File: src/design/i50r_pkg.sv
// constants for the source-50 routing and priority slice
package i50r_pkg;
  localparam int         LEVEL_W        = 3;
  localparam int         COND_W         = 2;
  localparam int         CHAN_W         = 2;
  localparam logic [2:0] LEVEL_DISABLED = 3'h0;
  localparam logic [2:0] CHAN_LIMIT     = 3'h3;
  localparam logic       ROUTE_RST      = 1'h0;
  localparam logic [2:0] LEVEL_RST      = 3'h0;
  localparam logic [1:0] COND_RST       = 2'h0;
  localparam logic [1:0] COND_TIMER     = 2'h3;
endpackage : i50r_pkg

File: src/design/i50r_route.sv
// configuration and routing of interrupt source 50 (third 16-bit timer)
`timescale 1ns/1ps

// Function
// - with the route select clear the source is never sent to the DMA controller and goes to the CPU path.
// - with the route select set and a level of 0 to 3, an assertion of the source becomes a DMA start request instead of a CPU interrupt.
// - with the route select clear the level field is the priority, zero disabling and 1 to 7 giving the level.
// - with the route select set the level field names DMA channel 0 to 3, and 4 to 7 is an invalid setting.
// - after reset route select, level and active-condition fields all read zero.
module i50r_route
  import i50r_pkg::*;
(
  // clock and reset
  input  wire logic                clk,
  input  wire logic                rst_n,
  // configuration write port from the cpu bus
  input  wire logic                cfgWe,
  input  wire logic                cfgRouteSel,
  input  wire logic [LEVEL_W-1:0]  cfgLevel,
  input  wire logic [COND_W-1:0]   cfgCond,
  // configuration readback
  output logic                     src50DmaRouteSel,
  output logic [LEVEL_W-1:0]       src50Level,
  output logic [COND_W-1:0]        src50ActiveCond,
  // interrupt source from the timer, same clock
  input  wire logic                timer3Irq,
  // cpu interrupt request
  output logic                     cpuIrqReq,
  output logic [LEVEL_W-1:0]       cpuIrqLevel,
  // dma controller start request
  output logic                     dmaStartReq,
  output logic [CHAN_W-1:0]        dmaChannel,
  output logic                     dmaCfgInvalid,
  // active condition not the one required for this source
  output logic                     condMismatch
);

  logic               routeSel_reg, routeSel_next;
  logic [LEVEL_W-1:0] level_reg, level_next;
  logic [COND_W-1:0]  cond_reg, cond_next;
  logic               cpuIrq_reg, cpuIrq_next;
  logic [LEVEL_W-1:0] irqLvl_reg, irqLvl_next;
  logic               dmaReq_reg, dmaReq_next;
  logic [CHAN_W-1:0]  dmaCh_reg, dmaCh_next;
  logic               chanOk;
  // status flags are kept in flip-flops so that every data output is registered
  logic               dmaInv_reg, dmaInv_next;
  logic               condMis_reg, condMis_next;

  // the field slicing below assumes the widths of the package
  if (LEVEL_W != 3) begin : g_level_w_check
    $error("level field must be three bits wide");
  end
  if (COND_W != 2) begin : g_cond_w_check
    $error("active-condition field must be two bits wide");
  end
  if (CHAN_W != 2 || CHAN_W >= LEVEL_W) begin : g_chan_w_check
    $error("channel number must be two bits and narrower than the level field");
  end

  always_comb begin
    routeSel_next = routeSel_reg;
    level_next    = level_reg;
    cond_next     = cond_reg;
    if (cfgWe) begin
      routeSel_next = cfgRouteSel;
      level_next    = cfgLevel;
      cond_next     = cfgCond;
    end
    // flags follow the values that the registers will hold after this edge,
    // so they change in the same cycle as the readback
    dmaInv_next  = routeSel_next && (level_next > CHAN_LIMIT);
    condMis_next = (cond_next != COND_TIMER);
  end

  always_ff @(posedge clk) begin
    if (!rst_n) begin
      routeSel_reg <= ROUTE_RST;
      level_reg    <= LEVEL_RST;
      cond_reg     <= COND_RST;
      dmaInv_reg   <= 1'b0;
      // reset value of the condition field is not the timer value
      condMis_reg  <= (COND_RST != COND_TIMER);
    end else begin
      routeSel_reg <= routeSel_next;
      level_reg    <= level_next;
      cond_reg     <= cond_next;
      dmaInv_reg   <= dmaInv_next;
      condMis_reg  <= condMis_next;
    end
  end

  assign chanOk = (level_reg <= CHAN_LIMIT);

  always_comb begin
    // cpu path only when not routed and level nonzero
    cpuIrq_next = timer3Irq && !routeSel_reg && (level_reg != LEVEL_DISABLED);
    irqLvl_next = routeSel_reg ? LEVEL_DISABLED : level_reg;
    // dma path only when routed to a valid channel
    dmaReq_next = timer3Irq && routeSel_reg && chanOk;
    dmaCh_next  = level_reg[CHAN_W-1:0];
  end

  always_ff @(posedge clk) begin
    if (!rst_n) begin
      cpuIrq_reg <= 1'b0;
      irqLvl_reg <= LEVEL_RST;
      dmaReq_reg <= 1'b0;
      dmaCh_reg  <= 2'h0;
    end else begin
      cpuIrq_reg <= cpuIrq_next;
      irqLvl_reg <= irqLvl_next;
      dmaReq_reg <= dmaReq_next;
      dmaCh_reg  <= dmaCh_next;
    end
  end

  assign src50DmaRouteSel = routeSel_reg;
  assign src50Level       = level_reg;
  assign src50ActiveCond  = cond_reg;
  assign cpuIrqReq        = cpuIrq_reg;
  assign cpuIrqLevel      = irqLvl_reg;
  assign dmaStartReq      = dmaReq_reg;
  assign dmaChannel       = dmaCh_reg;
  assign dmaCfgInvalid    = dmaInv_reg;
  assign condMismatch     = condMis_reg;

  // routed source never reaches the cpu
  no_cpu_when_dma_a: assert property (@(posedge clk) disable iff (!rst_n)
    $past(routeSel_reg) |-> !cpuIrqReq) else $error("cpu request while routed to dma");
  no_dma_when_cpu_a: assert property (@(posedge clk) disable iff (!rst_n)
    !$past(routeSel_reg) |-> !dmaStartReq) else $error("dma request while not routed");
  cpu_irq_follows_a: assert property (@(posedge clk) disable iff (!rst_n)
    (timer3Irq && !routeSel_reg && level_reg != 3'h0) |=> (cpuIrqReq && cpuIrqLevel == $past(level_reg)))
    else $error("cpu request missing or wrong level");
  level_zero_off_a: assert property (@(posedge clk) disable iff (!rst_n)
    (level_reg == 3'h0) |=> !cpuIrqReq) else $error("disabled level raised request");
  dma_start_a: assert property (@(posedge clk) disable iff (!rst_n)
    (timer3Irq && routeSel_reg && level_reg <= 3'h3) |=> (dmaStartReq && dmaChannel == $past(level_reg[1:0])))
    else $error("dma start missing or wrong channel");
  dma_invalid_a: assert property (@(posedge clk) disable iff (!rst_n)
    (routeSel_reg && level_reg[2]) |=> !dmaStartReq) else $error("invalid channel started dma");
  reset_clear_a: assert property (@(posedge clk)
    !rst_n |=> (!src50DmaRouteSel && src50Level == 3'h0 && src50ActiveCond == 2'h0))
    else $error("config not zero after reset");
  reset_quiet_a: assert property (@(posedge clk)
    !rst_n |=> (!cpuIrqReq && !dmaStartReq)) else $error("request right after reset");

  // flags out of reset: not invalid, condition not yet the timer value
  reset_flags_a: assert property (@(posedge clk)
    !rst_n |=> (!dmaCfgInvalid && condMismatch))
    else $error("status flags wrong after reset");

  // the two request paths never fire together
  path_exclusive_a: assert property (@(posedge clk) disable iff (!rst_n)
    !(cpuIrqReq && dmaStartReq))
    else $error("cpu and dma requests together");

  // no source, no request on either path
  idle_no_req_a: assert property (@(posedge clk) disable iff (!rst_n)
    !timer3Irq |=> (!cpuIrqReq && !dmaStartReq))
    else $error("request without source");

  // level output reads zero while the source is routed to dma
  cpu_level_zero_a: assert property (@(posedge clk) disable iff (!rst_n)
    routeSel_reg |=> (cpuIrqLevel == 3'h0))
    else $error("cpu level shown while routed");

  // level output carries the priority while on the cpu path
  cpu_level_copy_a: assert property (@(posedge clk) disable iff (!rst_n)
    !routeSel_reg |=> (cpuIrqLevel == $past(level_reg)))
    else $error("cpu level not the programmed priority");

  // channel output carries the low level bits
  dma_chan_copy_a: assert property (@(posedge clk) disable iff (!rst_n)
    routeSel_reg |=> (dmaChannel == $past(level_reg[1:0])))
    else $error("dma channel not the programmed one");

  // invalid flag tracks the readback fields
  invalid_flag_a: assert property (@(posedge clk) disable iff (!rst_n)
    dmaCfgInvalid == (src50DmaRouteSel && src50Level[2]))
    else $error("invalid flag disagrees with fields");

  // condition flag tracks the readback field
  cond_flag_a: assert property (@(posedge clk) disable iff (!rst_n)
    condMismatch == (src50ActiveCond != COND_TIMER))
    else $error("condition flag disagrees with field");

  // a write lands in the readback one edge later
  cfg_write_a: assert property (@(posedge clk) disable iff (!rst_n)
    cfgWe |=> (src50DmaRouteSel == $past(cfgRouteSel) && src50Level == $past(cfgLevel)
               && src50ActiveCond == $past(cfgCond)))
    else $error("configuration write lost");

  // without a write the configuration holds
  cfg_hold_a: assert property (@(posedge clk) disable iff (!rst_n)
    !cfgWe |=> ($stable(src50DmaRouteSel) && $stable(src50Level) && $stable(src50ActiveCond)))
    else $error("configuration changed without write");

endmodule : i50r_route

File: config.mk
export PLATFORM = sky130hd
export DESIGN_NAME = i50r_route
export DESIGN_NICKNAME = d
export VERILOG_FILES = /design/src/design/i50r_pkg.sv /design/src/design/i50r_route.sv
export SDC_FILE = /design/constraint.sdc
export NUM_CORES = 1
export LEC_CHECK = 0
export ABC_CLOCK_PERIOD_IN_PS = 1000
export BUFFER_PORTS_ARGS = -buffer_cell sky130_fd_sc_hd__buf_2
export CORE_AREA = 3 3 40 42
export CTS_CLUSTER_DIAMETER = 60
export DETAILED_ROUTE_END_ITERATION = 8
export DIE_AREA = 0 0 43 45
export HOLD_SLACK_MARGIN = 0.06
export PLACE_DENSITY = 0.74
export SYNTH_ARGS = -nofsm -noshare
export SYNTH_HDL_FRONTEND = slang
export SYNTH_SLANG_ARGS = --single-unit
export TNS_END_PERCENT = 30
File: constraint.sdc
create_clock -name clk -period 1 [get_ports clk]
set_input_delay 0 -clock clk [delete_from_list [all_inputs] [get_ports clk]]
set_output_delay 0 -clock clk [all_outputs]
set_load 0.05 [all_outputs]
==> out/results.ini, run 1 <==
[setup_path]
cp.buffers_inverters = 1
required_ps = 1000
path_class = flop to primary output
cp_top_family = flip-flops
slowest_delay_ps = 400
crit_chain = clkbuf_4
worstSetupStartpointType = flop
cp_max_fo = 5
crit_slowest_cell = dfxtp_1
end_kind = primary output
arrival_ps = 930

[sta]
rsz0062_at_grt = no
slew_viol_final = 0
finalCritPeriodShare_pct = 93.3
worst_pin_slew_ps = 257
fin_setup_tns_ps = 0
fin_crit_ps = 933
clock_skew_ps = 1.50
setup_viol = 0
slew_headroom_pct = 83.0
holdWs_ps = 88.4
finalHoldViolations = 0
max_freq_mhz = 1070

[route]
avgViaCountPerCell = 4.36
routedWlPerCell_um = 11.1
antenna_left = 0
wirelength_um = 1010
drc_errors = 0
dr.pass1.iters = 3
num_vias = 397
drtIter0Drc = 2

[layout]
final_common_cell = buf_2
instances_no_fill = 91
diodes = 0
final_util_pct = 57.8
layout_common_cells = buf_2, dfxtp_1, dlygate4sd3_1
nets = 87
area_delta_synth_final_pct = 43.8
drive_above_1_share_pct = 40.8

[clock_tree]
numCtsBuffers = 3
cts_tree = yes
htree_levels = 1
cts.clk_slew.worst_paths_ps = 80
clk_latency_ps = 270
cts_buffer_depth = 2
cts_sinks = 15
cts_root_buf = clkbuf_4

[worst_hold_path]
hold_class = primary input to flop

[yosys]
syn-num-nets = 53
synth_seq_area_share_pct = 58.1
synth_top_area_cell = dfxtp_1
synth_cell_types = 14
syn_area_per_cell_um2 = 12.0
syn_inst = 43
netlist.area_leader.share_pct = 58.1
synth_seq_cells = 15
synth_area_leaders = dfxtp_1, mux2i_1, and2_1
syn_area_um2 = 517
synth_warnings = 0

[placed_design]
place.gp.congestion = 0.643
placedCellCount = 80
io_buffers = 24

[power_and_ir_drop]
combPwrFrac_pct = 18.7
power_frac_clock_pct = 27.2
finalPower_uw = 1190
switchingPower_uw = 327
leakage_uw = 0.000368
powerDensity_nw_per_um2 = 1590
power.internal_uw = 858
power_frac_seq_pct = 54.1
p_sw_share_pct = 27.6
ir_drop_mv = 0.585

[die]
die_width_um = 43
core_region_area_um2 = 1280
io_pins = 25
start_util_pct = 40.2
row_count = 13
die_h_um = 45
die_area_um2 = 1940

[run]
maxCapViolCount = 0

[global_route]
grt_first_pass_wirelength_um = 1620
antenna_found_initial = 0
grt_pass1_vias = 332
globalRouteTotalUtil_pct = 11.1
grt_max_degree = 15
grt.overflow.total = 0

[outcome]
status = completed

-- metal layers --
layer	share of wire, %	global-route usage, %
met4	0	5.42
met5	0	0
met2	48	18.0
met3	6.6	1.20
met1	46	15.0
-- what timing repair did --
item | in CTS | in global routing
endpoints found under the setup margin | 0 | 2
hold buffers | 7 | 0
hold endpoints to repair | 9 | 0
resized for setup | 0 | 4
setup buffers | 0 | 0
-- power groups by stage --
| stage | Sequential, uW | Combinational [uW] | Clock, uW |
|---|---|---|---|
| final | 641 | 222 | 322 |
| after global routing | 646 | 236 | 349 |
| after CTS | 640 | 219 | 335 |
| after detailed placement | 654 | 197 | 0 |
| after global placement | 654 | 196 | 0 |
| after floorplan | 748 | 52.4 | 0 |
-- metrics by stage --
step	area [um^2]	worst slack, ps
finish	743	67.2
floorplan	518	-63.7
global route	743	11.6
CTS	737	10.2
global placement	641	211
detailed placement	641	192
-- logic make-up after synthesis --
kind of cell	after synthesis	share of synthesized area [%]
and+or+nand+nor	17	21.3
AOI/OAI and AO/OA	4	7.75
DFF	15	58.1
muxes	5	9.69
buffers and inverters	2	3.15
-- layout make-up --
type	count	area [um^2]
Clock buffer	4	26.3
Fill cell	113	542
Multi-Input combinational cell	26	200
Sequential cell	15	303
Tap cell	15	18.8
Timing Repair Buffer	31	195
-- final timing paths --
path / depth (start not counted) / end / startpoint / slack, ps
worst min register to register: 2 / src50DmaRouteSel$_SDFF_PN0_ / src50DmaRouteSel$_SDFF_PN0_ / 490
worst min-delay path: 2 / src50Level[2]$_SDFF_PN0_ / rst_n / 90
worst max register to register: 1 / cpuIrqReq$_SDFF_PN0_ / flop / 180
worst max-delay path: 1 / src50Level[0] / flop / 70
-- synth_stat cells, drive strengths merged --
master	count
buf	2
nor2b	5
mux2i	5
a41oi	1
and4b	2
nand2b	1
o311a	1
nand2	3
dfxtp	15
and2b	1
a21boi	1
and2	5
o22ai	1
(Power assumes the default switching activity.)
==> inputs of run 2 (changes only) <==
--- a/config.mk
+++ b/config.mk
@@ -13,6 +13,7 @@
 export DIE_AREA = 0 0 43 45
 export HOLD_SLACK_MARGIN = 0.06
 export PLACE_DENSITY = 0.74
+export SETUP_SLACK_MARGIN = 0.15
 export SYNTH_ARGS = -nofsm -noshare
 export SYNTH_HDL_FRONTEND = slang
 export SYNTH_SLANG_ARGS = --single-unit
==> run 2 against run 1 <==
  * Worst setup slack improved by 83 ps
  * Largest power group unchanged
  * Routed wire length rose by 8.5%
  * Design area rose by 8.8%
  * Critical path depth did not move
  * Core utilization rose by 5.1 points
  * Critical endpoint is now cpuIrqLevel[0]
==> out/results.ini, run 2 (same netlist as run 1, synthesis figures left out) <==
[outcome]
status = completed

[die]
die_h_um = 45  ; unchanged
io_pins = 25  ; unchanged
die_width_um = 43  ; unchanged
row_count = 13  ; unchanged
start_util_pct = 40.2  ; unchanged
die_area_um2 = 1940  ; unchanged
core_region_area_um2 = 1280  ; unchanged

[layout]
final_area_um2 = 808  ; +8.8%
drive_above_1_share_pct = 47.4  ; +6.6 points
diodes = 0  ; unchanged
multi_input_area_um2 = 200  ; unchanged
instances_no_fill = 91  ; unchanged
nets = 87  ; unchanged
area_delta_synth_final_pct = 56.4
fillers = 108  ; -4.4%
layout_common_cells = buf_2, dfxtp_1, clkbuf_4
final_common_cell = buf_2
seqCellArea_um2 = 315  ; +4.1%

[global_route]
globalRouteTotalUtil_pct = 12.5  ; +1.4 points
grt_max_degree = 15  ; unchanged
grt_pass1_vias = 395  ; +19%
grt_first_pass_wirelength_um = 1730  ; +6.4%
antenna_found_initial = 0  ; unchanged
grt.overflow.total = 0  ; unchanged

[sta]
fin_crit_ps = 850  ; -82.6 ps
finalCritPeriodShare_pct = 85.0  ; -8.3 points
holdWs_ps = 62.5  ; -25.9 ps
max_freq_mhz = 1180  ; +9.7%
worst_pin_slew_ps = 246  ; -10.8 ps
slew_viol_final = 0  ; unchanged
finalHoldViolations = 0  ; unchanged
setup_ws_ps = 150  ; +82.6 ps
rsz0062_at_grt = yes
setup_viol = 0  ; unchanged
slew_headroom_pct = 83.7  ; +0.72 points
clock_skew_ps = 9.96  ; +8.46 ps
fin_setup_tns_ps = 0  ; unchanged

[clock_tree]
cts_tree = yes
numCtsBuffers = 3  ; unchanged
cts.clk_slew.worst_paths_ps = 100  ; +20 ps
clk_latency_ps = 280  ; about the same
htree_levels = 1  ; unchanged
cts_root_buf = clkbuf_4
cts_buffer_depth = 2  ; unchanged
cts_sinks = 15  ; unchanged
cts_setup_buffers = 0  ; unchanged

[setup_path]
required_ps = 1000  ; about the same
cp_top_family = flip-flops
slowest_delay_ps = 340  ; -60 ps
cp_max_fo = 1  ; -4
crit_slowest_cell = dfxtp_1
rr_worst_depth = 2  ; +1
worstSetupStartpointType = flop
path_depth = 1  ; unchanged
path_class = flop to primary output
arrival_ps = 850  ; -80 ps
end_kind = primary output
cp.buffers_inverters = 1  ; unchanged
rrSetupSlack_ps = 170  ; about the same
crit_chain = clkbuf_4

[route]
wirelength_um = 1090  ; +8.5%
avgViaCountPerCell = 4.51  ; +3.3%
dr.pass1.iters = 3  ; unchanged
drtIter0Drc = 3  ; +1
drc_errors = 0  ; unchanged
antenna_left = 0  ; unchanged
routedWlPerCell_um = 12.0  ; +8.5%
num_vias = 410  ; +3.3%

[placed_design]
place_ws_ps = 181  ; -11.5 ps
io_buffers = 24  ; unchanged
place_area_um2 = 652  ; +1.8%
placedCellCount = 80  ; unchanged
dp_hpwl_um = 703
place.gp.congestion = 0.674  ; +4.8%

[run]
maxCapViolCount = 0  ; unchanged

[worst_hold_path]
holdPathStages = 2  ; unchanged
hold_class = primary input to flop

[power_and_ir_drop]
ir_drop_mv = 0.653  ; +12%
leakage_uw = 0.000374  ; +1.8%
powerDensity_nw_per_um2 = 1520  ; -4.7%

-- run 2: cell types whose count changed in the layout (fill, tap and decap cells not counted), sizes merged --
cell / change
buf: -4
clkinvlp: +1
clkbuf: +3
-- run 2: path summary, 6_finish.rpt --
path | start | endpoint
max | cpuIrqLevel[0]$_SDFF_PP0_ | cpuIrqLevel[0]
min | rst_n | flop
max reg2reg | src50DmaRouteSel$_SDFF_PN0_ | cpuIrqLevel[2]$_SDFF_PP0_
min reg2reg | flop | cpuIrqLevel[0]$_SDFF_PP0_
-- run 2: power breakdown --
part           internal [uW]  total (uW)  switching [uW]
logic                   97.0         239             142
clock network            152         347             195
registers                623         642            19.4
-- run 2: worst reg2reg max path: cells and delay by family (launching register included) --
kind	cells	cell delay (ps)
DFF	1	380
and+or+nand+nor	2	360
-- run 2: cell type report --
class                           instances  area share (%)
Clock inverter                          1           0.929
Multi-Input combinational cell         26            24.8
Sequential cell                        15            39.0
Tap cell                               15            2.32
Clock buffer                            3            2.79
Timing Repair Buffer                   31            30.2
-- run 2: timing repair --
action	CTS	global route
setup endpoints to repair	14	19
gates resized for setup	8	16
endpoints found under the hold margin	10	0
hold buffers	7	0
-- run 2: stage by stage --
stage | total power, uW | utilization, %
after floorplan | 801 | -
after global placement | 850 | 50.7
after detailed placement | 852 | 50.7
after CTS | 1240 | 60.4
after global routing | 1300 | 62.9
final | 1230 | 62.9
-- run 2: per-layer routing --
metal	share of wire, %	GRT usage, %	up-vias
li1	-	-	215
met1	41	14.0	180
met4	2.2	9.04	0
met2	51	20.4	13
met5	0	0	-
met3	5.7	3.59	2
==> inputs of run 3 (changes only) <==
--- a/config.mk
+++ b/config.mk
@@ -12,7 +12,7 @@
 export DETAILED_ROUTE_END_ITERATION = 8
 export DIE_AREA = 0 0 43 45
 export HOLD_SLACK_MARGIN = 0.06
-export PLACE_DENSITY = 0.74
+export PLACE_DENSITY_LB_ADDON = 0.2
 export SETUP_SLACK_MARGIN = 0.15
 export SYNTH_ARGS = -nofsm -noshare
 export SYNTH_HDL_FRONTEND = slang
==> run 3 against run 2 <==
  * Via count increased by 8.8%
  * Sequential cell count unchanged
  * First-iteration DRC count is 67% lower
  * Register-to-register slack about the same
  * Routed wire length increased by 9.3%
  * Clock skew decreased by 3.3 ps
  * Design area grew 5.0%
  * Core utilization increased by 3.1 points
  * Clock power is essentially flat
  * Highest routed layer unchanged
==> out/results.ini, run 3 (same netlist as run 1, synthesis figures left out) <==
[global_route]
grt_pass1_vias = 372  ; -5.8%
grt_first_pass_wirelength_um = 1660  ; -3.7%
busiest_layer = met2
use_met2_pct = 20.1  ; -0.30 points
antenna_found_initial = 0  ; unchanged
grt.overflow.total = 0  ; unchanged
grt_max_degree = 14  ; -1
globalRouteTotalUtil_pct = 12.6  ; +0.073 points
grt_use_met1_pct = 13.3  ; -0.77 points
grtUsageMet3_pct = 7.97  ; +4.4 points

[setup_path]
worstReg2RegStart = src50DmaRouteSel$_SDFF_PN0_
required_ps = 1000  ; about the same
cp.buffers_inverters = 1  ; unchanged
arrival_ps = 850  ; about the same
slowest_delay_ps = 310  ; -30 ps
rrSetupSlack_ps = 180  ; about the same
rr_worst_depth = 2  ; unchanged
cp_max_fo = 1  ; unchanged
cp_top_family = flip-flops
r2r-end = cpuIrqLevel[1]$_SDFF_PP0_
crit_chain = buf_2
worstSetupStartpointType = flop
end_kind = primary output
path_class = flop to primary output
crit_slowest_cell = dfxtp_1

[worst_hold_path]
holdPathStages = 2  ; unchanged
hold_class = primary input to flop
worstHoldEndpoint = dmaChannel[0]$_SDFF_PN0_
hold_start = rst_n

[die]
die_width_um = 43  ; unchanged
start_util_pct = 40.2  ; unchanged
core_region_area_um2 = 1280  ; unchanged
io_pins = 25  ; unchanged
die_area_um2 = 1940  ; unchanged
die_h_um = 45  ; unchanged
row_count = 13  ; unchanged

[sta]
slew_headroom_pct = 83.5  ; -0.15 points
finalCritPeriodShare_pct = 84.9  ; -0.13 points
fin_crit_ps = 849  ; -1.34 ps
clock_skew_ps = 6.65  ; -3.31 ps
max_freq_mhz = 1180  ; +0.16%
worst_pin_slew_ps = 249  ; +2.31 ps
rsz0062_at_grt = yes
holdWs_ps = 65.5  ; +3.06 ps
setup_viol = 0  ; unchanged
finalHoldViolations = 0  ; unchanged
slew_viol_final = 0  ; unchanged
fin_setup_tns_ps = 0  ; unchanged

[layout]
diodes = 0  ; unchanged
final_common_cell = buf_2
layout_common_cells = buf_2, dlygate4sd3_1, dfxtp_1
instances_no_fill = 95  ; +4.4%
area_delta_synth_final_pct = 64.2
nets = 91  ; +4.6%
fillers = 115  ; +6.5%
drive_above_1_share_pct = 45.0  ; -2.4 points

[route]
dr.pass1.iters = 4  ; +1
wirelength_um = 1190  ; +9.3%
avgViaCountPerCell = 4.69  ; +4.2%
drtIter0Drc = 1  ; -2
antenna_left = 0  ; unchanged
routedWlPerCell_um = 12.6  ; +4.7%
drc_errors = 0  ; unchanged
num_vias = 446  ; +8.8%

[placed_design]
io_buffers = 24  ; unchanged
place.gp.congestion = 0.611  ; -9.3%
dp_hpwl_um = 664  ; -5.5%
placedCellCount = 80  ; unchanged

[outcome]
status = completed

[power_and_ir_drop]
ir_drop_mv = 0.850  ; +30%
powerDensity_nw_per_um2 = 1460  ; -3.8%
leakage_uw = 0.000396  ; +6.0%

[clock_tree]
htree_levels = 1  ; unchanged
cts_setup_buffers = 0  ; unchanged
numCtsBuffers = 3  ; unchanged
cts_buffer_depth = 2  ; unchanged
cts_root_buf = clkbuf_4
cts.clk_slew.worst_paths_ps = 90  ; about the same
cts_tree = yes
cts_sinks = 15  ; unchanged
clk_latency_ps = 290  ; about the same

[run]
maxCapViolCount = 0  ; unchanged

run 3: cell count changes in the layout (fill, tap and decap cells not counted):
cell,previous run,this run
buf_2,10,12
buf_4,4,1
buf_8,0,1
clkinv_2,0,1
clkinvlp_4,1,0
dlygate4sd3_1,7,11
run 3: area by class of cell:
cell class                      instances  area, um^2  area share [%]
Sequential cell                        15         315            37.2
Timing Repair Buffer                   35         287            33.8
Clock inverter                          1        5.00           0.590
Multi-Input combinational cell         26         200            23.6
Tap cell                               15        18.8            2.21
Clock buffer                            3        22.5            2.65
run 3: report_power, final:
part           leakage, uW  internal [uW]  switching (uW)
clock            0.0000177            149             195
combinational     0.000253            108             145
sequential        0.000126            623            20.0
run 3: how the worst max path moves through the flow:
stage / cells past startpoint / from / to / slack, ps
2_1_floorplan: 2 / src50DmaRouteSel$_SDFF_PN0_ / cpuIrqLevel[0]$_SDFF_PP0_ / 100
3_3_place_gp: 2 / src50DmaRouteSel$_SDFF_PN0_ / cpuIrqLevel[1]$_SDFF_PP0_ / 210
3_5_place_dp: 2 / src50DmaRouteSel$_SDFF_PN0_ / cpuIrqLevel[2]$_SDFF_PP0_ / 200
4_1_cts: 1 / src50ActiveCond[1]$_SDFF_PN0_ / src50ActiveCond[1] / 110
5_1_grt: 1 / dmaChannel[0]$_SDFF_PN0_ / dmaChannel[0] / 120
6_report: 1 / dmaChannel[1]$_SDFF_PN0_ / dmaChannel[1] / 150
run 3: repair_timing:
action                                  in CTS  in global routing
endpoints found under the setup margin      15                 15
hold buffers                                 8                  3
hold endpoints to repair                    10                  3
pin swaps                                    0                  0
gates resized for setup                      6                 17
run 3: worst reg2reg max path, stage by stage (launching register included):
cell	delay [ps]
dfxtp_4	370
and2b_1	210
and2_1	150
run 3: layer usage:
metal  wire (um)  share of wire (%)  vias up
li1            -                  -      221
met1         475                 40      202
met2         593                 50       21
met3         115                9.6        2
met4           9               0.75        0
met5           0                  0        -
run 3: stage by stage:
stage	total power, uW	util (%)	instance area (um^2)	setup slack (ps)
2_1_floorplan	801	-	529	97.1
3_3_place_gp	851	50.7	652	207
3_5_place_dp	852	50.7	652	196
4_1_cts	1230	60.5	777	109
5_1_grt	1310	66.0	848	118
6_report	1240	66.0	848	151
